[config.mk]
export PLATFORM = sky130hd
export DESIGN_NAME = ddc_ctrl_regs
export DESIGN_NICKNAME = d
export VERILOG_FILES = /design/src/common/ddc_pkg.sv /design/src/verilog/ddc_ctrl_regs.sv /design/src/verilog/ddc_edge.sv /design/src/verilog/ddc_sync.sv
export VERILOG_INCLUDE_DIRS = /design/src /design/src/common
export SDC_FILE = /design/constraint.sdc
export NUM_CORES = 1
export LEC_CHECK = 0
export BUFFER_PORTS_ARGS = -buffer_cell sky130_fd_sc_hd__buf_4
export CAP_MARGIN = 20
export CORE_MARGIN = 2
export CORE_UTILIZATION = 45
export CTS_CLUSTER_DIAMETER = 40
export DETAILED_ROUTE_END_ITERATION = 10
export SYNTH_ARGS = -nofsm -noshare
export SYNTH_HDL_FRONTEND = slang
export SYNTH_SLANG_ARGS = --single-unit
[constraint.sdc]
create_clock -name ref_clk -period 5.6 [get_ports ref_clk]
set_input_delay 0.56 -clock ref_clk [delete_from_list [all_inputs] [get_ports ref_clk]]
set_output_delay 0.56 -clock ref_clk [all_outputs]
set_load 0.03 [all_outputs]
[src/common/ddc_consts.svh]
`ifndef DDC_CONSTS_SVH
`define DDC_CONSTS_SVH

// ************************************************************
// Register offsets
// ************************************************************
`define DDC_ADDR_SPC 13'h0000
`define DDC_ADDR_PWR 13'h0001
`define DDC_ADDR_DIC 13'h0002
`define DDC_ADDR_GAIN 13'h0003

// ************************************************************
// Field positions
// ************************************************************
`define DDC_SPC_BIT_ORDER 6
`define DDC_SPC_SOFT_RESET 5
`define DDC_SPC_LONG_ADDR 4
`define DDC_PWR_REG_OFF 7
`define DDC_PWR_REG_ON_FLAG 6
`define DDC_PWR_SLEEP 5
`define DDC_PWR_Q_OUT_DIS 4
`define DDC_PWR_I_OUT_DIS 3
`define DDC_PWR_Q_CLK_GATE 2
`define DDC_PWR_I_CLK_GATE 1
`define DDC_PWR_REF_OFF 0
`define DDC_DIC_TWOS 7
`define DDC_DIC_PAIR_ORDER 5
`define DDC_DIC_RISE_CHAN 4
`define DDC_DIC_EXCL 3
`define DDC_DIC_CLK_IN 2
`define DDC_DIC_CLK_OUT 1
`define DDC_DIC_CLK_BOOST 0
`define DDC_GAIN_MSB 5
`define DDC_GAIN_LSB 0
`define DDC_INST_RW_SHORT 7
`define DDC_INST_RW_LONG 15
`define DDC_INST_ADDR_SHORT_MSB 4
`define DDC_INST_ADDR_LONG_MSB 12

// ************************************************************
// Reset values and writable-bit masks
// ************************************************************
`define DDC_SPC_RESET 8'h00
`define DDC_PWR_RESET 8'h40
`define DDC_DIC_RESET 8'h34
`define DDC_GAIN_RESET 8'h00
`define DDC_SPC_MASK 8'h70
`define DDC_PWR_MASK 8'hBF
`define DDC_DIC_MASK 8'hBF
`define DDC_GAIN_MASK 8'h3F

// ************************************************************
// Serial timing
// ************************************************************
`define DDC_BYTE_LAST_BIT 3'h7
`define DDC_PIN_IDLE 3'h4

`endif

[src/common/ddc_pkg.sv]
`default_nettype none
package ddc_pkg;

  // Serial engine phases
  typedef enum logic [1:0] {
    ST_INST,
    ST_WDATA,
    ST_RDATA,
    ST_HOLD
  } ddc_state_type;

  // Serial pins as seen by the core
  typedef struct packed {
    logic cs_n;
    logic sclk;
    logic sdi;
  } ddc_pins_type;

  // Edge events derived from the synchronised pins
  typedef struct packed {
    logic sclk_rise;
    logic sclk_fall;
    logic frame_idle;
  } ddc_edges_type;

  // Control word driven to the converter core
  typedef struct packed {
    logic bit_order_sel;
    logic long_address_sel;
    logic soft_reset_active;
    logic core_regulator_off;
    logic core_regulator_on_flag;
    logic global_sleep;
    logic q_output_disable;
    logic i_output_disable;
    logic q_clock_gate;
    logic i_clock_gate;
    logic internal_ref_off;
    logic input_twos_sel;
    logic pair_order_sel;
    logic rising_edge_channel_sel;
    logic bidir_exclusive_sel;
    logic data_clock_in_en;
    logic data_clock_out_en;
    logic data_clock_out_boost;
    logic [5:0] i_fine_gain;
  } ddc_ctrl_type;

endpackage
`default_nettype wire

[src/verilog/ddc_ctrl_regs.sv]
`timescale 1ns/100ps
`default_nettype none
`include "ddc_consts.svh"

// How it works
// - Defined bits other than power bit 6 read back last written value
// - Port control bit 6 picks bit order
// - Soft reset restores all other registers
// - Soft reset holds until host writes zero
// - Port control bit 4 picks address length
// - Power bit 7 turns core regulator off
// - Power bit 6 reports regulator on
// - Power bit 5 sleeps all but serial port
// - Bits 4 and 3 disable Q/I outputs
// - Bits 2 and 1 stop Q/I clocks
// - Power bit 0 turns internal reference off
// - Data bit 7 selects twos complement input
// - Data bit 5 selects I-first pairing
// - Data bit 4 selects rising-edge channel
// - Data bit 3 forbids clock pin both ways
// - Data bit 2 enables clock pin input
// - Data bit 1 enables clock pin output
// - Data bit 0 adds second output driver
// - Gain bits 5:0 hold I fine gain
// - Port configuration applies on its last bit
module ddc_ctrl_regs (
  input wire logic ref_clk,
  input wire logic rst,
  input wire logic cs_n,
  input wire logic sclk,
  input wire logic sdio_in,
  output wire logic sdio_out,
  output wire logic sdio_oe,
  output wire ddc_pkg::ddc_ctrl_type ctrl
);

  // ************************************************************
  // Control word mapping
  // ************************************************************
  function automatic ddc_pkg::ddc_ctrl_type map_ctrl(
    input logic [7:0] spc,
    input logic [7:0] pwr,
    input logic [7:0] dic,
    input logic [7:0] gain
  );
    ddc_pkg::ddc_ctrl_type c;
    logic excl;
    excl = dic[`DDC_DIC_EXCL];
    c.bit_order_sel = spc[`DDC_SPC_BIT_ORDER];
    c.long_address_sel = spc[`DDC_SPC_LONG_ADDR];
    c.soft_reset_active = spc[`DDC_SPC_SOFT_RESET];
    c.core_regulator_off = pwr[`DDC_PWR_REG_OFF];
    c.core_regulator_on_flag = ~pwr[`DDC_PWR_REG_OFF];
    c.global_sleep = pwr[`DDC_PWR_SLEEP];
    c.q_output_disable = pwr[`DDC_PWR_Q_OUT_DIS];
    c.i_output_disable = pwr[`DDC_PWR_I_OUT_DIS];
    c.q_clock_gate = pwr[`DDC_PWR_Q_CLK_GATE];
    c.i_clock_gate = pwr[`DDC_PWR_I_CLK_GATE];
    c.internal_ref_off = pwr[`DDC_PWR_REF_OFF];
    c.input_twos_sel = dic[`DDC_DIC_TWOS];
    c.pair_order_sel = dic[`DDC_DIC_PAIR_ORDER];
    c.rising_edge_channel_sel = dic[`DDC_DIC_RISE_CHAN];
    c.bidir_exclusive_sel = excl;
    // Output wins when both directions are asked for under exclusion
    c.data_clock_in_en = dic[`DDC_DIC_CLK_IN]
      & ~(excl & (dic[`DDC_DIC_CLK_OUT] | dic[`DDC_DIC_CLK_BOOST]));
    c.data_clock_out_en = dic[`DDC_DIC_CLK_OUT];
    c.data_clock_out_boost = dic[`DDC_DIC_CLK_BOOST];
    c.i_fine_gain = gain[`DDC_GAIN_MSB:`DDC_GAIN_LSB];
    return c;
  endfunction

  localparam logic [7:0] PWR_STORED_RST = `DDC_PWR_RESET & `DDC_PWR_MASK;
  localparam logic [7:0] DIC_STORED_RST = `DDC_DIC_RESET & `DDC_DIC_MASK;
  localparam logic [7:0] GAIN_STORED_RST = `DDC_GAIN_RESET & `DDC_GAIN_MASK;
  localparam ddc_pkg::ddc_ctrl_type CTRL_RST =
    map_ctrl(`DDC_SPC_RESET, PWR_STORED_RST, DIC_STORED_RST, GAIN_STORED_RST);

  // ************************************************************
  // Declarations
  // ************************************************************
  ddc_pkg::ddc_pins_type raw_pins;
  ddc_pkg::ddc_pins_type pins;
  ddc_pkg::ddc_edges_type edges;
  ddc_pkg::ddc_state_type st_reg, st_next;
  logic [2:0] bit_cnt_reg, bit_cnt_next;
  logic [7:0] shift_reg, shift_next;
  logic [7:0] inst_first_reg, inst_first_next;
  logic inst_byte_reg, inst_byte_next;
  logic [12:0] addr_reg, addr_next;
  logic [7:0] tx_reg, tx_next;
  logic sdio_out_reg, sdio_out_next;
  logic sdio_oe_reg, sdio_oe_next;
  logic [7:0] serial_port_control_reg, serial_port_control_next;
  logic [7:0] power_control_reg, power_control_next;
  logic [7:0] data_interface_control_reg, data_interface_control_next;
  logic [7:0] i_channel_gain_reg, i_channel_gain_next;
  ddc_pkg::ddc_ctrl_type ctrl_reg, ctrl_next;

  logic msb_first;
  logic long_mode;
  logic soft_rst_active;
  logic [7:0] rx_byte;
  logic byte_done;
  logic [15:0] inst_word;
  logic inst_done;
  logic inst_rw;
  logic [12:0] inst_addr;
  logic [12:0] addr_inc;
  logic [12:0] addr_dec;
  logic [12:0] addr_full;
  logic [12:0] addr_step;
  logic [12:0] load_addr;
  logic wr_fire;
  logic wr_spc;
  logic wr_pwr;
  logic wr_dic;
  logic wr_gain;
  logic regulator_on;
  logic [7:0] rd_pwr;
  logic [7:0] rd_byte;

  // ************************************************************
  // Pin front end
  // ************************************************************
  assign raw_pins = '{cs_n: cs_n, sclk: sclk, sdi: sdio_in};

  ddc_sync u_sync (
    .ref_clk(ref_clk),
    .rst(rst),
    .raw(raw_pins),
    .synced(pins)
  );

  ddc_edge u_edge (
    .ref_clk(ref_clk),
    .rst(rst),
    .pins(pins),
    .edges(edges)
  );

  // ************************************************************
  // Byte assembly and instruction decode
  // ************************************************************
  // Mode bits are read live, so a new setting steers the very next bit
  assign msb_first = ~serial_port_control_reg[`DDC_SPC_BIT_ORDER];
  assign long_mode = serial_port_control_reg[`DDC_SPC_LONG_ADDR];
  assign soft_rst_active = serial_port_control_reg[`DDC_SPC_SOFT_RESET];
  // A bit-order change mid-byte would scramble the rest of it
  assign rx_byte = msb_first ? {shift_reg[6:0], pins.sdi}
                             : {pins.sdi, shift_reg[7:1]};
  assign byte_done = edges.sclk_rise & (bit_cnt_reg == `DDC_BYTE_LAST_BIT);
  // The first byte of a long instruction is the high half only in MSB order
  assign inst_word = msb_first ? {inst_first_reg, rx_byte} : {rx_byte, inst_first_reg};
  assign inst_done = (st_reg == ddc_pkg::ST_INST) & byte_done
                   & (~long_mode | inst_byte_reg);
  assign inst_rw = long_mode ? inst_word[`DDC_INST_RW_LONG] : rx_byte[`DDC_INST_RW_SHORT];
  assign inst_addr = long_mode ? inst_word[`DDC_INST_ADDR_LONG_MSB:0]
                               : {8'h00, rx_byte[`DDC_INST_ADDR_SHORT_MSB:0]};

  // Address walks down in MSB order, up in LSB order, wrapping in its field
  assign addr_inc = addr_reg + 13'h0001;
  assign addr_dec = addr_reg - 13'h0001;
  assign addr_full = msb_first ? addr_dec : addr_inc;
  assign addr_step = long_mode ? addr_full
                               : {8'h00, addr_full[`DDC_INST_ADDR_SHORT_MSB:0]};
  assign load_addr = (st_reg == ddc_pkg::ST_INST) ? inst_addr : addr_step;

  // ************************************************************
  // Register write strobes and read mux
  // ************************************************************
  assign wr_fire = byte_done & (st_reg == ddc_pkg::ST_WDATA);
  assign wr_spc = wr_fire & (addr_reg == `DDC_ADDR_SPC);
  assign wr_pwr = wr_fire & (addr_reg == `DDC_ADDR_PWR);
  assign wr_dic = wr_fire & (addr_reg == `DDC_ADDR_DIC);
  assign wr_gain = wr_fire & (addr_reg == `DDC_ADDR_GAIN);

  // Status bit is not stored; it follows the regulator control
  assign regulator_on = ~power_control_reg[`DDC_PWR_REG_OFF];
  assign rd_pwr = power_control_reg | ({7'h00, regulator_on} << `DDC_PWR_REG_ON_FLAG);
  // Unmapped addresses read zero
  assign rd_byte = (load_addr == `DDC_ADDR_SPC) ? serial_port_control_reg :
                   (load_addr == `DDC_ADDR_PWR) ? rd_pwr :
                   (load_addr == `DDC_ADDR_DIC) ? data_interface_control_reg :
                   (load_addr == `DDC_ADDR_GAIN) ? i_channel_gain_reg : 8'h00;

  // Masks drop reserved bits; soft reset pins the others at defaults
  assign serial_port_control_next = wr_spc ? (rx_byte & `DDC_SPC_MASK)
                                           : serial_port_control_reg;
  assign power_control_next = soft_rst_active ? PWR_STORED_RST :
                              wr_pwr ? (rx_byte & `DDC_PWR_MASK) : power_control_reg;
  assign data_interface_control_next = soft_rst_active ? DIC_STORED_RST :
                              wr_dic ? (rx_byte & `DDC_DIC_MASK) : data_interface_control_reg;
  assign i_channel_gain_next = soft_rst_active ? GAIN_STORED_RST :
                              wr_gain ? (rx_byte & `DDC_GAIN_MASK) : i_channel_gain_reg;
  assign ctrl_next = map_ctrl(serial_port_control_reg, power_control_reg,
                              data_interface_control_reg, i_channel_gain_reg);

  // ************************************************************
  // Serial engine
  // ************************************************************
  // Read bits change on the falling edge so the host samples them stable
  always_comb begin
    st_next = st_reg;
    bit_cnt_next = bit_cnt_reg;
    shift_next = shift_reg;
    inst_first_next = inst_first_reg;
    inst_byte_next = inst_byte_reg;
    addr_next = addr_reg;
    tx_next = tx_reg;
    sdio_out_next = sdio_out_reg;
    sdio_oe_next = sdio_oe_reg;
    if (edges.frame_idle) begin
      st_next = ddc_pkg::ST_INST;
      bit_cnt_next = 3'h0;
      inst_byte_next = 1'h0;
      sdio_oe_next = 1'h0;
    end else begin
      if (edges.sclk_rise) begin
        shift_next = rx_byte;
        bit_cnt_next = bit_cnt_reg + 3'h1;
      end
      unique case (st_reg)
        ddc_pkg::ST_INST: begin
          if (inst_done) begin
            addr_next = inst_addr;
            tx_next = rd_byte;
            st_next = inst_rw ? ddc_pkg::ST_RDATA : ddc_pkg::ST_WDATA;
          end else if (byte_done) begin
            inst_byte_next = 1'h1;
            inst_first_next = rx_byte;
          end
        end
        ddc_pkg::ST_WDATA: begin
          if (byte_done) begin
            addr_next = addr_step;
            // Serial port is held quiet for the rest of this frame
            if (wr_spc && rx_byte[`DDC_SPC_SOFT_RESET]) begin
              st_next = ddc_pkg::ST_HOLD;
            end
          end
        end
        ddc_pkg::ST_RDATA: begin
          if (byte_done) begin
            addr_next = addr_step;
            tx_next = rd_byte;
          end else if (edges.sclk_fall) begin
            sdio_out_next = msb_first ? tx_reg[7] : tx_reg[0];
            tx_next = msb_first ? {tx_reg[6:0], 1'h0} : {1'h0, tx_reg[7:1]};
            sdio_oe_next = 1'h1;
          end
        end
        ddc_pkg::ST_HOLD: begin
        end
      endcase
    end
  end

  // Engine state
  always_ff @(posedge ref_clk or posedge rst) begin
    if (rst) begin
      st_reg <= ddc_pkg::ST_INST;
      bit_cnt_reg <= 3'h0;
      shift_reg <= 8'h00;
      inst_first_reg <= 8'h00;
      inst_byte_reg <= 1'h0;
      addr_reg <= 13'h0000;
      tx_reg <= 8'h00;
      sdio_out_reg <= 1'h0;
      sdio_oe_reg <= 1'h0;
    end else begin
      st_reg <= st_next;
      bit_cnt_reg <= bit_cnt_next;
      shift_reg <= shift_next;
      inst_first_reg <= inst_first_next;
      inst_byte_reg <= inst_byte_next;
      addr_reg <= addr_next;
      tx_reg <= tx_next;
      sdio_out_reg <= sdio_out_next;
      sdio_oe_reg <= sdio_oe_next;
    end
  end

  // Register bank and registered control word
  always_ff @(posedge ref_clk or posedge rst) begin
    if (rst) begin
      serial_port_control_reg <= `DDC_SPC_RESET;
      power_control_reg <= PWR_STORED_RST;
      data_interface_control_reg <= DIC_STORED_RST;
      i_channel_gain_reg <= GAIN_STORED_RST;
      ctrl_reg <= CTRL_RST;
    end else begin
      serial_port_control_reg <= serial_port_control_next;
      power_control_reg <= power_control_next;
      data_interface_control_reg <= data_interface_control_next;
      i_channel_gain_reg <= i_channel_gain_next;
      ctrl_reg <= ctrl_next;
    end
  end

  assign sdio_out = sdio_out_reg;
  assign sdio_oe = sdio_oe_reg;
  assign ctrl = ctrl_reg;

  // ************************************************************
  // Checks
  // ************************************************************
  AST_READBACK: assert property (@(posedge ref_clk) disable iff (rst)
    wr_gain && !soft_rst_active |=> i_channel_gain_reg == ($past(rx_byte) & `DDC_GAIN_MASK))
    else $error("gain register did not take the written byte");
  AST_BIT_ORDER: assert property (@(posedge ref_clk) disable iff (rst)
    edges.sclk_rise |=> ($past(msb_first) ? shift_reg[0] : shift_reg[7]) == $past(pins.sdi))
    else $error("serial bit entered at the wrong end");
  AST_SOFT_DEFAULTS: assert property (@(posedge ref_clk) disable iff (rst)
    soft_rst_active |=> power_control_reg == PWR_STORED_RST
      && data_interface_control_reg == DIC_STORED_RST && i_channel_gain_reg == GAIN_STORED_RST)
    else $error("soft reset did not restore defaults");
  AST_SOFT_STAYS: assert property (@(posedge ref_clk) disable iff (rst)
    soft_rst_active && !wr_spc |=> soft_rst_active)
    else $error("soft reset released without a write");
  AST_SHORT_INST: assert property (@(posedge ref_clk) disable iff (rst)
    st_reg == ddc_pkg::ST_INST && byte_done && !long_mode |=> st_reg != ddc_pkg::ST_INST)
    else $error("short instruction took more than one byte");
  AST_LONG_INST: assert property (@(posedge ref_clk) disable iff (rst)
    st_reg == ddc_pkg::ST_INST && byte_done && long_mode && !inst_byte_reg
      |=> st_reg == ddc_pkg::ST_INST && inst_byte_reg)
    else $error("long instruction ended after one byte");
  AST_REG_OFF: assert property (@(posedge ref_clk) disable iff (rst)
    power_control_reg[`DDC_PWR_REG_OFF] |=> ctrl_reg.core_regulator_off)
    else $error("regulator off not driven");
  AST_REG_FLAG: assert property (@(posedge ref_clk) disable iff (rst)
    ##1 ctrl_reg.core_regulator_on_flag == !$past(power_control_reg[`DDC_PWR_REG_OFF]))
    else $error("regulator status disagrees with control");
  AST_SLEEP: assert property (@(posedge ref_clk) disable iff (rst)
    $rose(power_control_reg[`DDC_PWR_SLEEP]) |=> ctrl_reg.global_sleep)
    else $error("sleep not driven");
  AST_DCLK_EXCL: assert property (@(posedge ref_clk) disable iff (rst)
    ctrl_reg.bidir_exclusive_sel
      |-> !(ctrl_reg.data_clock_in_en && (ctrl_reg.data_clock_out_en
        || ctrl_reg.data_clock_out_boost)))
    else $error("clock pin enabled both ways under exclusion");
  AST_GAIN_OUT: assert property (@(posedge ref_clk) disable iff (rst)
    ##1 ctrl_reg.i_fine_gain == $past(i_channel_gain_reg[`DDC_GAIN_MSB:`DDC_GAIN_LSB]))
    else $error("fine gain output lags wrongly");
  AST_CFG_IMMEDIATE: assert property (@(posedge ref_clk) disable iff (rst)
    wr_spc |=> serial_port_control_reg == ($past(rx_byte) & `DDC_SPC_MASK))
    else $error("port configuration not applied at once");
  AST_RESERVED_ZERO: assert property (@(posedge ref_clk) disable iff (rst)
    (serial_port_control_reg & ~`DDC_SPC_MASK) == 8'h00
      && (i_channel_gain_reg & ~`DDC_GAIN_MASK) == 8'h00
      && (data_interface_control_reg & ~`DDC_DIC_MASK) == 8'h00)
    else $error("reserved bit held a one");

endmodule
`default_nettype wire

[src/verilog/ddc_edge.sv]
`timescale 1ns/100ps
`default_nettype none

module ddc_edge (
  input wire logic ref_clk,
  input wire logic rst,
  input wire ddc_pkg::ddc_pins_type pins,
  output wire ddc_pkg::ddc_edges_type edges
);

  logic sclk_prev_reg;

  // ************************************************************
  // Clock edge detection inside a frame
  // ************************************************************
  // Edges outside a frame are dropped so stray clocks do nothing
  assign edges.sclk_rise = pins.sclk & ~sclk_prev_reg & ~pins.cs_n;
  assign edges.sclk_fall = ~pins.sclk & sclk_prev_reg & ~pins.cs_n;
  assign edges.frame_idle = pins.cs_n;

  // Previous clock level
  always_ff @(posedge ref_clk or posedge rst) begin
    if (rst) begin
      sclk_prev_reg <= 1'h0;
    end else begin
      sclk_prev_reg <= pins.sclk;
    end
  end

endmodule
`default_nettype wire

[src/verilog/ddc_sync.sv]
`timescale 1ns/100ps
`default_nettype none
`include "ddc_consts.svh"

module ddc_sync (
  input wire logic ref_clk,
  input wire logic rst,
  input wire ddc_pkg::ddc_pins_type raw,
  output wire ddc_pkg::ddc_pins_type synced
);

  localparam int N = $bits(ddc_pkg::ddc_pins_type);
  localparam logic [N-1:0] IDLE_VAL = `DDC_PIN_IDLE;

  logic [N-1:0] raw_vec;
  logic [N-1:0] meta_reg;
  logic [N-1:0] hold_reg;

  assign raw_vec = raw;
  assign synced = hold_reg;

  // ************************************************************
  // Two-stage synchronisers, chip select resting high
  // ************************************************************
  genvar g;
  generate
    for (g = 0; g < N; g++) begin : g_bit
      // Only the second stage is visible outside
      always_ff @(posedge ref_clk or posedge rst) begin
        if (rst) begin
          meta_reg[g] <= IDLE_VAL[g];
          hold_reg[g] <= IDLE_VAL[g];
        end else begin
          meta_reg[g] <= raw_vec[g];
          hold_reg[g] <= meta_reg[g];
        end
      end
    end
  endgenerate

endmodule
`default_nettype wire
==> impl_results.rst, run 1 <==
.. list-table::
   :header-rows: 1

   * - Metric
     - Value
   * - Worst Setup Path Type
     - flip-flop to flip-flop
   * - Clock transition at path regs
     - 0.10 ns
   * - Net switching fraction of the power
     - 28.8%
   * - Most common library cell in the layout ignoring fill and taps
     - sky130_fd_sc_hd__dfrtp_1
   * - Number of nets with antenna violations after detailed routing
     - 0
   * - Biggest fanout along the worst timing path
     - 10
   * - Result of the run
     - complete, no violations
   * - FFs w/ async S/R, synth
     - 100%
   * - Number of buffers between clock root and the deepest sink
     - 2
   * - Resized Gates After CTS
     - 0
   * - Largest net degree at the start of global routing
     - 55
   * - Iteration-0 DRC count of the detailed router
     - 239
   * - Utilization after layout
     - 50.9%
   * - Critical path buffer and inverter count
     - 0
   * - Cell type with the highest occurrence count on the critical path
     - sky130_fd_sc_hd__or4_4
   * - Vias in the first global route
     - 3847
   * - Core area
     - 10800 µm²
   * - Crit path cell chain
     - or4_4 > or4_4 > a22o_2 > xor2_1 > a21oi_1 > nor3_2 > nand4_2 > o21ai_1
   * - Post-route fraction of the period consumed by the critical path
     - 55.5%
   * - Unique masters post-synth
     - 59
   * - Area enclosed by the die boundary
     - 11900 µm²
   * - Root buffer cell
     - sky130_fd_sc_hd__clkbuf_8
   * - Post-Syn Area per Cell
     - 9.52 µm²
   * - Hold WC Path Type
     - primary input to asynchronous set/reset pin
   * - Core Rows
     - 38
   * - Half-perimeter wire length of the detailed placement result
     - 8.13 mm
   * - Clock period minus worst slack
     - 3.11 ns
   * - Hold Buf Count CTS
     - 0
   * - DRC violation count after routing
     - 0
   * - Count of TritonRoute iterations in the first routing pass
     - 4
   * - Crit. End Element
     - flip-flop
   * - CTS buffer count
     - 9
   * - CTS H-tree lvls
     - 3
   * - Number of flip-flops in the largest register
     - 24
   * - Leakage component of the power
     - 0.00244 µW
   * - Worst hold slack after final layout
     - 0.246 ns
   * - Peak supply drop
     - 131 µV
   * - Via density
     - 5.60
   * - Worst EP arrival
     - 3.40 ns
   * - Share of final-layout standard cells stronger than drive strength 1
     - 15.3%
   * - RSZ-0062 raised after global routing
     - no
   * - Total net switching power
     - 426 µW
   * - Clock tree from TritonCTS
     - yes
   * - Relative contribution of combinational cells to total power
     - 15.4%
   * - Crit start category
     - flip-flop
   * - TNS Setup
     - 0 ns
   * - Endpoints failing setup
     - 0
   * - Int Power
     - 1050 µW
   * - Max-Cap Viols
     - 0
   * - Relative slew margins
     - 41.6%
   * - Buffers added on ports
     - 30
   * - Commonest register cell after synthesis
     - sky130_fd_sc_hd__dfrtp_1
   * - Total power
     - 1480 µW
   * - Synth Instances
     - 522
   * - Count of warnings emitted by yosys
     - 0
   * - Wire per inst
     - 17.1 µm
   * - FF-to-FF Start
     - addr_reg[2]$_DFFE_PP0P_
   * - FILL cells
     - 1004
   * - Pin slew with the least headroom to its limit
     - 0.876 ns
   * - Placer Congestion
     - 0.876
   * - Number of sinks driven by the clock tree
     - 99
   * - Worst path slowest cell
     - sky130_fd_sc_hd__or4_4
   * - Diodes inserted
     - 0
   * - Post-synth design cell area
     - 4970 µm²
   * - Setup fix buffers added after clock tree synthesis
     - 0
   * - First-pass GRT wire length
     - 19.6 mm
   * - First element of the critical path
     - addr_reg[2]$_DFFE_PP0P_
   * - Clock latency on the worst-skew pair
     - 0.37 ns
   * - Number of antenna violations at the first check in global routing
     - 0
   * - Total gr overflow
     - 0
   * - Number of synthesized register bits
     - 99
   * - Chip height
     - 109 µm
   * - Portion of total power attributed to sequential cells
     - 52.8%
   * - Worst clock skew
     - 0.0160 ns
   * - Final-report max-slew violation count
     - 0
   * - Die X-Extent
     - 109 µm
   * - Initial core utilization
     - 46.0%
   * - Net count of the mapped netlist
     - 537
   * - Number of enable-type register cells in the synthesized netlist
     - 0
   * - Final Hold Viols
     - 0
   * - Dominant cells by area after synthesis
     - sky130_fd_sc_hd__dfrtp_1 (45%), sky130_fd_sc_hd__mux2i_1 (5.6%), sky130_fd_sc_hd__nor2_1 (5.2%), sky130_fd_sc_hd__dfstp_2 (4.8%), sky130_fd_sc_hd__a21oi_1 (4.5%)
   * - Largest stage delay on the critical path
     - 0.58 ns
   * - Top cell type's share of synthesized area
     - 45.3%
   * - Fraction of power consumed by the clock network
     - 31.8%
   * - Area leader, netlist
     - sky130_fd_sc_hd__dfrtp_1
   * - Cell class contributing the biggest share of worst-path delay
     - simple AND/OR/NAND/NOR gates
   * - Vias after detailed routing
     - 3829
   * - Area Growth Syn to Fin
     - 10.6%
   * - Number of placed I/O pins
     - 31
   * - Power Density
     - 269 nW/µm²
   * - Endpoint required time on the critical path
     - 5.89 ns
   * - Commonest non-fill, non-tap cells in the layout
     - sky130_fd_sc_hd__dfrtp_1 (89), sky130_fd_sc_hd__nor2_1 (69), sky130_fd_sc_hd__nand2_1 (52), sky130_fd_sc_hd__a21oi_1 (45), sky130_fd_sc_hd__o21ai_0 (44)
   * - Highest clock rate
     - 322 MHz
   * - Global-route usage over all layers
     - 21.8%
   * - Total Nets Final
     - 554
   * - Routed wire length
     - 11.7 mm
   * - Share of synthesized area occupied by flip-flops and latches
     - 50.1%
## per-stage QoR
step	setup slack (ns)	instances	cell area, µm²
finish	2.49	684	5490
global route	2.26	684	5490
CTS	2.53	683	5490
detailed placement	2.54	667	5280
global placement	2.61	667	5280
floorplan	2.46	522	4970
## cell type report
type	count	area [µm²]	area share, %
repair buffers	35	263	4.78
well taps	140	175	3.19
clock buffers	11	141	2.57
clock inverters	5	60.1	1.09
inverters	12	47.5	0.866
multi-input cells	382	2320	42.2
flip-flops and latches	99	2490	45.3
## cells in the mapped netlist, types with 3 or more instances
master and n:
sky130_fd_sc_hd__nor4_1 4, sky130_fd_sc_hd__nor3_2 4, sky130_fd_sc_hd__a31oi_1 7, sky130_fd_sc_hd__nor3_1 9
sky130_fd_sc_hd__and2_1 6, sky130_fd_sc_hd__o31ai_1 6, sky130_fd_sc_hd__mux2_2 7, sky130_fd_sc_hd__o21ai_1 3
sky130_fd_sc_hd__xor2_1 6, sky130_fd_sc_hd__a21boi_0 3, sky130_fd_sc_hd__mux2i_1 28, sky130_fd_sc_hd__and3_1 4
sky130_fd_sc_hd__nand4_1 6, sky130_fd_sc_hd__inv_1 12, sky130_fd_sc_hd__a22o_1 4, sky130_fd_sc_hd__dfstp_2 9
sky130_fd_sc_hd__dfrtp_1 90, sky130_fd_sc_hd__nand2_1 52, sky130_fd_sc_hd__o21ai_0 44, sky130_fd_sc_hd__nand2b_1 8
sky130_fd_sc_hd__nor2b_1 9, sky130_fd_sc_hd__clkbuf_1 25, sky130_fd_sc_hd__or3_1 4, sky130_fd_sc_hd__a211o_1 3
sky130_fd_sc_hd__nand3_1 7, sky130_fd_sc_hd__nor2_1 69, sky130_fd_sc_hd__a21oi_1 45, sky130_fd_sc_hd__ha_1 10
## kinds of logic after synthesis
logic type               share of synthesized area [%]
flip-flops                                        50.1
buffers and inverters                             3.30
adder cells (fa/ha/maj)                           2.52
XOR/XNOR                                          1.41
AO/OA/AOI/OAI                                     15.7
AND/OR/NAND/NOR                                   19.3
multiplexers                                      7.68
## worst paths after layout
| kind | end | slack [ns] | depth (start not counted) |
|---|---|---|---|
| setup / recovery | tx_reg[1]$_DFFE_PP0P_ | 2.49 | 8 |
| min in group ref_clk | u_sync.meta_reg[0]$_DFF_PP0_ | 0.30 | 1 |
| hold reg to reg | u_sync.synced[0]$_DFF_PP0_ | 0.35 | 0 |
| setup reg to reg | tx_reg[1]$_DFFE_PP0P_ | 2.49 | 8 |
| hold / removal | tx_reg[7]$_DFFE_PP0P_ | 0.25 | 2 |
| max in group asynchronous | serial_port_control_reg[6]$_DFFE_PP0P_ | 4.24 | 3 |
## power by group through the flow
| stage | Combinational [µW] | Sequential (µW) | Clock [µW] |
|---|---|---|---|
| 4_1_cts | 228 | 780 | 485 |
| 3_5_place_dp | 227 | 794 | 0 |
| 5_1_grt | 256 | 785 | 519 |
| 6_report | 228 | 780 | 471 |
| 3_3_place_gp | 226 | 793 | 0 |
| 2_1_floorplan | 180 | 776 | 0 |
## per-layer routing
layer,global-route usage [%],up-vias,routed length (µm)
li1,-,1863,-
met1,30.7,1885,5620
met2,34.0,64,5550
met3,2.75,17,311
met4,8.88,0,242
met5,0,-,0
Note: power is estimated with default switching activity, not from simulation.
==> run 2, diff against run 1 <==
clock period = 2.7 ns   (was 5.6 ns; I/O delays follow)
==> run 2 against run 1 <==
Net effect: clock power grew 100%; combinational power rose by 150%; total power grew 110%; sequential share of layout area decreased by 2.5 points; critical path depth increased by 1; fmax increased by 16%; register-to-register slack got worse by 2.5 ns; sequential power is 110% higher; hold slack worse by 0.22 ns.
==> impl_results.rst, run 2 (same netlist as run 1, synthesis figures left out) <==
.. list-table::
   :header-rows: 1

   * - Metric
     - Value
   * - Result of the run
     - complete, no violations
   * - Total power
     - 3110 µW (+110%)
   * - Iteration-0 DRC count of the detailed router
     - 209 (-13%)
   * - Routed wire length
     - 12.4 mm (+5.5%)
   * - Total gr overflow
     - 0 (unchanged)
   * - Max-Cap Viols
     - 0 (unchanged)
   * - Number of flip-flops in the largest register
     - 24 (unchanged)
   * - Number of nets with antenna violations after detailed routing
     - 0 (unchanged)
   * - Number of antenna violations at the first check in global routing
     - 0 (unchanged)
   * - Portion of total power attributed to sequential cells
     - 51.5% (-1.3 points)
   * - Crit. End Element
     - flip-flop
   * - Pin slew with the least headroom to its limit
     - 0.709 ns (-0.167 ns)
   * - Area enclosed by the die boundary
     - 11900 µm² (unchanged)
   * - Number of placed I/O pins
     - 31 (unchanged)
   * - Fraction of power consumed by the clock network
     - 30.5% (-1.3 points)
   * - CTS buffer count
     - 9 (unchanged)
   * - Clock tree from TritonCTS
     - yes
   * - Setup fix buffers added after clock tree synthesis
     - 0 (unchanged)
   * - Post-route fraction of the period consumed by the critical path
     - 99.3% (+44 points)
   * - Clock latency on the worst-skew pair
     - 0.39 ns (+0.02 ns)
   * - Count of TritonRoute iterations in the first routing pass
     - 5 (+1)
   * - Total Nets Final
     - 587 (+6.0%)
   * - CTS H-tree lvls
     - 3 (unchanged)
   * - Half-perimeter wire length of the detailed placement result
     - 8.75 mm (+7.7%)
   * - Reg2reg end
     - tx_reg[6]$_DFFE_PP0P_
   * - Commonest non-fill, non-tap cells in the layout
     - sky130_fd_sc_hd__dfrtp_1 (89), sky130_fd_sc_hd__nor2_1 (69), sky130_fd_sc_hd__buf_4 (64), sky130_fd_sc_hd__nand2_1 (51)
   * - Peak supply drop
     - 552 µV (+320%)
   * - Number of sinks driven by the clock tree
     - 99 (unchanged)
   * - Vias in the first global route
     - 3881 (+0.88%)
   * - Wire per inst
     - 17.2 µm (+0.65%)
   * - First-pass GRT wire length
     - 19.8 mm (+0.98%)
   * - Clock period minus worst slack
     - 2.68 ns (-0.423 ns)
   * - Crit start category
     - flip-flop
   * - Final Hold Viols
     - 0 (unchanged)
   * - Hold WC Path Type
     - primary input to asynchronous set/reset pin
   * - Worst clock skew
     - 0.0114 ns (-0.00467 ns)
   * - Highest clock rate
     - 373 MHz (+16%)
   * - Buffers added on ports
     - 30 (unchanged)
   * - FF-to-FF Start
     - addr_reg[3]$_DFFE_PP0P_
   * - Core area
     - 10800 µm² (unchanged)
   * - Via density
     - 5.57 (-0.54%)
   * - Final-report max-slew violation count
     - 0 (unchanged)
   * - Leakage component of the power
     - 0.00262 µW (+7.5%)
   * - Worst Setup Path Type
     - flip-flop to flip-flop
   * - Die X-Extent
     - 109 µm (unchanged)
   * - Initial core utilization
     - 46.0% (unchanged)
   * - Biggest fanout along the worst timing path
     - 6 (-4)
   * - Relative slew margins
     - 51.4% (+9.8 points)
   * - DRC violation count after routing
     - 0 (unchanged)
   * - Most common library cell in the layout ignoring fill and taps
     - sky130_fd_sc_hd__dfrtp_1
   * - Placed cells
     - 698 (+4.6%)
   * - Reg2Reg Setup Slack
     - 0.02 ns (-2.48 ns)
   * - Vias after detailed routing
     - 3992 (+4.3%)
   * - Largest net degree at the start of global routing
     - 100 (+82%)
   * - Worst EP arrival
     - 3.00 ns (-0.40 ns)
   * - Placer Congestion
     - 0.993 (+13%)
   * - Net switching fraction of the power
     - 31.1% (+2.3 points)
   * - Global-route usage over all layers
     - 22.0% (+0.26 points)
   * - Core Rows
     - 38 (unchanged)
   * - Clock transition at path regs
     - 0.10 ns (about the same)
   * - Diodes inserted
     - 0 (unchanged)
   * - Share of final-layout standard cells stronger than drive strength 1
     - 21.5% (+6.2 points)
   * - Area Growth Syn to Fin
     - 17.1%
   * - Power Density
     - 534 nW/µm² (+98%)
   * - Root buffer cell
     - sky130_fd_sc_hd__clkbuf_8
   * - RSZ-0062 raised after global routing
     - yes
   * - Int Power
     - 2140 µW (+100%)
   * - Total net switching power
     - 967 µW (+130%)
   * - Endpoints failing setup
     - 0 (unchanged)
   * - Number of buffers between clock root and the deepest sink
     - 2 (unchanged)
   * - Endpoint required time on the critical path
     - 3.02 ns (-2.87 ns)
   * - Fin cells
     - 717 (+4.8%)
   * - Number of cells traversed by the worst register-to-register path
     - 9 (+1)
   * - Relative contribution of combinational cells to total power
     - 18.0% (+2.6 points)
   * - Chip height
     - 109 µm (unchanged)
   * - TNS Setup
     - 0 ns (unchanged)
## run 2: changes by cell type in the layout (fill, tap and decap cells not counted), moves of 2 or more
cell,change
sky130_fd_sc_hd__a21oi_1,-2
sky130_fd_sc_hd__a21oi_2,+2
sky130_fd_sc_hd__buf_4,+29
sky130_fd_sc_hd__clkinv_8,+2
sky130_fd_sc_hd__dlygate4sd3_1,+3
sky130_fd_sc_hd__nor4_1,-2
sky130_fd_sc_hd__nor4_2,+2
sky130_fd_sc_hd__o21ai_2,+2
## run 2: how the worst max path moves through the flow
stage                     cells after the start  slack, ns               startpoint               endpoint
after floorplan                               8       0.07  addr_reg[3]$_DFFE_PP0P_  tx_reg[6]$_DFFE_PP0P_
after global placement                        9       0.03  addr_reg[3]$_DFFE_PP0P_  tx_reg[5]$_DFFE_PP0P_
after detailed placement                     10       0.02  addr_reg[3]$_DFFE_PP0P_  tx_reg[2]$_DFFE_PP0P_
after CTS                                     9       0.01  addr_reg[3]$_DFFE_PP0P_  tx_reg[5]$_DFFE_PP0P_
after global routing                          9      -0.12  addr_reg[3]$_DFFE_PP0P_  tx_reg[6]$_DFFE_PP0P_
final                                         9       0.02  addr_reg[3]$_DFFE_PP0P_  tx_reg[6]$_DFFE_PP0P_
## run 2: power groups by stage
stage               combinational (µW)  clock (µW)  sequential, µW
finish                             559         947            1600
global route                       619        1040            1610
CTS                                538         977            1600
detailed placement                 529           0            1630
global placement                   525           0            1630
floorplan                          375           0            1610
## run 2: routing by layer
layer / part of all wire [%] / up-vias / routed length [µm] / track usage, %
li1: - / 1932 / - / -
met1: 45 / 1949 / 5570 / 29.8
met2: 48 / 95 / 5960 / 34.6
met3: 4.6 / 16 / 567 / 5.14
met4: 2.2 / 0 / 267 / 8.06
met5: 0 / - / 0 / 0
## run 2: what timing repair did
| action | in CTS | in global routing |
|---|---|---|
| endpoints found under the hold margin | 3 | 0 |
| resized for setup | 1 | 12 |
| pin swaps | 0 | 8 |
| hold buffers | 3 | 0 |
| setup endpoints to repair | 4 | 15 |
## run 2: stage by stage
stage / area (µm²) / worst slack [ns] / hold slack, ns / utilization, %
3_5_place_dp: 5530 / 0.0158 / 0.340 / 51.2
3_3_place_gp: 5530 / 0.0331 / 0.334 / 51.2
4_1_cts: 5760 / 0.0137 / 0.0377 / 53.4
6_report: 5820 / 0.0177 / 0.0208 / 53.9
5_1_grt: 5820 / -0.122 / 0.0375 / 53.9
2_1_floorplan: 4970 / 0.0725 / 0.274 / -
## run 2: area by class of cell
| class | count | area (µm²) |
|---|---|---|
| fillers | 991 | 4980 |
| flip-flops and latches | 99 | 2490 |
| multi-input cells | 382 | 2380 |
| repair buffers | 68 | 531 |
| well taps | 140 | 175 |
| clock buffers | 9 | 124 |
| clock inverters | 7 | 71.3 |
| inverters | 12 | 48.8 |
## run 2: critical path: stages, from the launching register on
cell and delay (ns):
sky130_fd_sc_hd__dfrtp_1 0.39, sky130_fd_sc_hd__or4_4 0.54, sky130_fd_sc_hd__or4_4 0.53, sky130_fd_sc_hd__a22o_4 0.28
sky130_fd_sc_hd__xor2_1 0.13, sky130_fd_sc_hd__a21oi_1 0.09, sky130_fd_sc_hd__nor3_2 0.20, sky130_fd_sc_hd__buf_4 0.19
sky130_fd_sc_hd__nand4_1 0.08, sky130_fd_sc_hd__a31oi_1 0.17
==> run 3, diff against run 2 <==
ABC_AREA = 1   (was unset)
==> run 3 against run 2 <==
Net effect: critical endpoint is now tx_reg[7]$_DFFE_PP0P_; highest routed layer unchanged; clock skew increased by 0.0056 ns; register-to-register slack improved by 0.13 ns; wire length increased by 10%; sequential cell count unchanged; first-iteration DRC count increased by 94%; final area increased by 0.19%; critical path depth increased by 2; fmax increased by 5.1%.
==> impl_results.rst, run 3 <==
.. list-table::
   :header-rows: 1

   * - Metric
     - Value
   * - Commonest register cell after synthesis
     - sky130_fd_sc_hd__dfrtp_1
   * - Net count of the mapped netlist
     - 645 (+20%)
   * - Reg2Reg Setup Slack
     - 0.15 ns (+0.13 ns)
   * - Via density
     - 5.43 (-2.5%)
   * - Iteration-0 DRC count of the detailed router
     - 405 (+94%)
   * - Final Hold Viols
     - 0 (unchanged)
   * - Number of placed I/O pins
     - 31 (unchanged)
   * - Highest clock rate
     - 392 MHz (+5.1%)
   * - Result of the run
     - complete, no violations
   * - Initial core utilization
     - 46.4% (+0.33 points)
   * - FILL cells
     - 1029 (+3.8%)
   * - Number of synthesized register bits
     - 99 (unchanged)
   * - Total Nets Final
     - 688 (+17%)
   * - RSZ-0062 raised after global routing
     - yes
   * - Dominant cells by area after synthesis
     - sky130_fd_sc_hd__dfrtp_1 (45%), sky130_fd_sc_hd__nand2_1 (13%), sky130_fd_sc_hd__o21ai_0 (6.5%), sky130_fd_sc_hd__dfstp_2 (4.7%), sky130_fd_sc_hd__nor2_1 (4.5%)
   * - Root buffer cell
     - sky130_fd_sc_hd__clkbuf_8
   * - Wire per inst
     - 16.7 µm (-3.1%)
   * - Share of final-layout standard cells stronger than drive strength 1
     - 15.2% (-6.3 points)
   * - Worst path slowest cell
     - sky130_fd_sc_hd__dfrtp_2
   * - FF-to-FF Start
     - serial_port_control_reg[6]$_DFFE_PP0P_
   * - Clock period minus worst slack
     - 2.55 ns (-0.129 ns)
   * - Max-Cap Viols
     - 0 (unchanged)
   * - Vias after detailed routing
     - 4433 (+11%)
   * - Number of nets with antenna violations after detailed routing
     - 0 (unchanged)
   * - Peak supply drop
     - 570 µV (+3.2%)
   * - Unique masters post-synth
     - 39 (-34%)
   * - Pin slew with the least headroom to its limit
     - 0.794 ns (+0.0845 ns)
   * - Clock latency on the worst-skew pair
     - 0.39 ns (about the same)
   * - Area Growth Syn to Fin
     - 15.4%
   * - Worst clock skew
     - 0.0170 ns (+0.00562 ns)
   * - Number of buffers between clock root and the deepest sink
     - 2 (unchanged)
   * - Core area
     - 10900 µm² (+0.88%)
   * - Leakage component of the power
     - 0.00280 µW (+6.8%)
   * - Relative slew margins
     - 47.0% (-4.4 points)
   * - Endpoint required time on the critical path
     - 3.00 ns (-0.02 ns)
   * - Core Rows
     - 38 (unchanged)
   * - Number of sinks driven by the clock tree
     - 99 (unchanged)
   * - Number of flip-flops in the largest register
     - 24 (unchanged)
   * - Count of TritonRoute iterations in the first routing pass
     - 5 (unchanged)
   * - Total gr overflow
     - 0 (unchanged)
   * - FFs w/ async S/R, synth
     - 100% (unchanged)
   * - Biggest fanout along the worst timing path
     - 10 (+4)
   * - Cell type with the highest occurrence count on the critical path
     - sky130_fd_sc_hd__nand2_1
   * - Commonest non-fill, non-tap cells in the layout
     - sky130_fd_sc_hd__nand2_1 (169), sky130_fd_sc_hd__dfrtp_1 (88), sky130_fd_sc_hd__o21ai_0 (66), sky130_fd_sc_hd__nor2_1 (60), sky130_fd_sc_hd__inv_1 (55)
   * - Crit. End Element
     - flip-flop
   * - Number of antenna violations at the first check in global routing
     - 0 (unchanged)
   * - Top cell type's share of synthesized area
     - 44.6% (-0.72 points)
   * - Placer Congestion
     - 0.891 (-10%)
   * - Hold WC Path Type
     - primary input to asynchronous set/reset pin
   * - Worst hold slack after final layout
     - 0.0101 ns (-0.0107 ns)
   * - Post-route fraction of the period consumed by the critical path
     - 94.6% (-4.8 points)
   * - TNS Setup
     - 0 ns (unchanged)
   * - Diodes inserted
     - 0 (unchanged)
   * - Final-report max-slew violation count
     - 0 (unchanged)
   * - Buffers added on ports
     - 30 (unchanged)
   * - Endpoints failing setup
     - 0 (unchanged)
   * - DRC violation count after routing
     - 0 (unchanged)
   * - Post-Syn Area per Cell
     - 8.01 µm² (-16%)
   * - Post-synth design cell area
     - 5050 µm² (+1.6%)
   * - Crit path cell chain
     - nand2_1 > inv_1 > a21oi_1 > nand3_1 > nand2_1 > nand3_1 > a21oi_4 > nand3_4 > nand2_1 > nand2_1 > a21oi_1
   * - Worst EP arrival
     - 2.86 ns (-0.14 ns)
   * - Global-route usage over all layers
     - 24.2% (+2.1 points)
   * - Critical path buffer and inverter count
     - 1 (unchanged)
   * - Synth Instances
     - 630 (+21%)
   * - Commonest cells in the netlist
     - sky130_fd_sc_hd__nand2_1 (170), sky130_fd_sc_hd__dfrtp_1 (90), sky130_fd_sc_hd__o21ai_0 (66)
   * - Area enclosed by the die boundary
     - 12100 µm² (+1.6%)
   * - Half-perimeter wire length of the detailed placement result
     - 10.2 mm (+16%)
   * - Clock transition at path regs
     - 0.10 ns (about the same)
   * - Largest stage delay on the critical path
     - 0.52 ns (-0.02 ns)
   * - Power Density
     - 839 nW/µm² (+57%)
   * - CTS buffer count
     - 9 (unchanged)
   * - Number of cells traversed by the worst register-to-register path
     - 11 (+2)
   * - CTS H-tree lvls
     - 3 (unchanged)
   * - Clock tree from TritonCTS
     - yes
   * - Reg2reg end
     - tx_reg[7]$_DFFE_PP0P_
   * - Count of warnings emitted by yosys
     - 0 (unchanged)
   * - Vias in the first global route
     - 4071 (+4.9%)
   * - Share of synthesized area occupied by flip-flops and latches
     - 49.3% (-0.79 points)
   * - Chip height
     - 110 µm (+0.77%)
   * - Area leader, netlist
     - sky130_fd_sc_hd__dfrtp_1
   * - First-pass GRT wire length
     - 21.6 mm (+8.8%)
   * - Largest net degree at the start of global routing
     - 36 (-64%)
   * - Die X-Extent
     - 110 µm (+0.77%)
   * - Top-count cell post-synth
     - sky130_fd_sc_hd__nand2_1
   * - Most common library cell in the layout ignoring fill and taps
     - sky130_fd_sc_hd__nand2_1
   * - Worst Setup Path Type
     - flip-flop to flip-flop
   * - Number of enable-type register cells in the synthesized netlist
     - 0 (unchanged)
   * - Cell class contributing the biggest share of worst-path delay
     - simple AND/OR/NAND/NOR gates
   * - Crit start category
     - flip-flop
   * - Routed wire length
     - 13.6 mm (+10%)
   * - Total stage count of the critical path
     - 11 (+2)
-- run 3: changes by cell type after synthesis, moves of 8 or more --
cell,change
sky130_fd_sc_hd__clkbuf_1,-15
sky130_fd_sc_hd__o22ai_1,+8
sky130_fd_sc_hd__mux2i_1,-27
sky130_fd_sc_hd__nand2b_1,-8
sky130_fd_sc_hd__nand2_1,+118
sky130_fd_sc_hd__inv_1,+45
sky130_fd_sc_hd__nand3_1,+37
sky130_fd_sc_hd__nor2_1,-8
sky130_fd_sc_hd__a21oi_1,-26
sky130_fd_sc_hd__o21ai_0,+22
sky130_fd_sc_hd__o211ai_1,+9
sky130_fd_sc_hd__nor2b_1,-9
sky130_fd_sc_hd__nand4_1,+13
-- run 3: repair_timing --
action                                  4_1_cts  5_1_grt
buffers inserted                              0        1
hold buffers                                  3        0
endpoints found under the setup margin        0       12
gates resized for setup                       0       17
endpoints found under the hold margin         3        0
-- run 3: worst max path at each step --
| stage | slack (ns) | startpoint | end |
|---|---|---|---|
| after floorplan | 0.58 | addr_reg[0]$_DFFE_PP0P_ | tx_reg[7]$_DFFE_PP0P_ |
| after global placement | 0.04 | addr_reg[0]$_DFFE_PP0P_ | tx_reg[0]$_DFFE_PP0P_ |
| after detailed placement | 0.04 | addr_reg[0]$_DFFE_PP0P_ | tx_reg[3]$_DFFE_PP0P_ |
| after CTS | 0.01 | addr_reg[0]$_DFFE_PP0P_ | tx_reg[7]$_DFFE_PP0P_ |
| after global routing | -0.04 | addr_reg[1]$_DFFE_PP0P_ | tx_reg[3]$_DFFE_PP0P_ |
| final | 0.15 | serial_port_control_reg[6]$_DFFE_PP0P_ | tx_reg[7]$_DFFE_PP0P_ |
-- run 3: cell families after synthesis --
kind of cell / count (synthesis) / synth area share, %
compound gates: 126 / 14.4
xor+xnor: 3 / 0.521
fa+ha+maj: 10 / 2.48
buf+inv: 81 / 6.49
flops: 99 / 49.3
mux: 2 / 0.421
simple gates: 309 / 26.4
-- run 3: cell type report --
cell class              instances  area, µm²  area share [%]
repair buffers                 53        459            7.88
multi-input cells             450       2310            39.6
clock inverters                 6       43.8           0.751
clock buffers                   9        124            2.13
flip-flops and latches         99       2490            42.7
well taps                     140        175            3.01
inverters                      60        229            3.93
-- run 3: worst register-to-register path, stage by stage, from the launching register on --
cell and delay, ns:
sky130_fd_sc_hd__dfrtp_2 0.52, sky130_fd_sc_hd__nand2_1 0.25, sky130_fd_sc_hd__inv_1 0.16, sky130_fd_sc_hd__a21oi_1 0.31
sky130_fd_sc_hd__nand3_1 0.11, sky130_fd_sc_hd__nand2_1 0.19, sky130_fd_sc_hd__nand3_1 0.16, sky130_fd_sc_hd__a21oi_4 0.23
sky130_fd_sc_hd__nand3_4 0.17, sky130_fd_sc_hd__nand2_1 0.17, sky130_fd_sc_hd__nand2_1 0.07, sky130_fd_sc_hd__a21oi_1 0.14
-- run 3: routing by layer --
layer	GRT usage, %	up-vias	wire length, µm	part of all wire, %
met5	0	-	0	0
met4	6.24	0	152	1.1
met3	6.05	16	792	5.8
met2	35.9	125	6220	46
met1	35.3	2121	6490	48
li1	-	2171	-	-
-- run 3: stage by stage --
stage | instances | worst slack (ns) | utilization [%] | total power, µW | cell area, µm²
CTS | 816 | 0.0115 | 52.7 | 4760 | 5740
global route | 817 | -0.0418 | 53.5 | 5250 | 5830
floorplan | 630 | 0.577 | - | 3330 | 5050
detailed placement | 798 | 0.0423 | 50.9 | 3900 | 5540
finish | 817 | 0.147 | 53.5 | 4890 | 5830
global placement | 798 | 0.0422 | 50.9 | 3860 | 5540
-- run 3: power by group --
group | switching (µW) | internal [µW]
sequential | 186 | 1660
combinational | 1470 | 727
clock | 520 | 331
total | 2180 | 2710
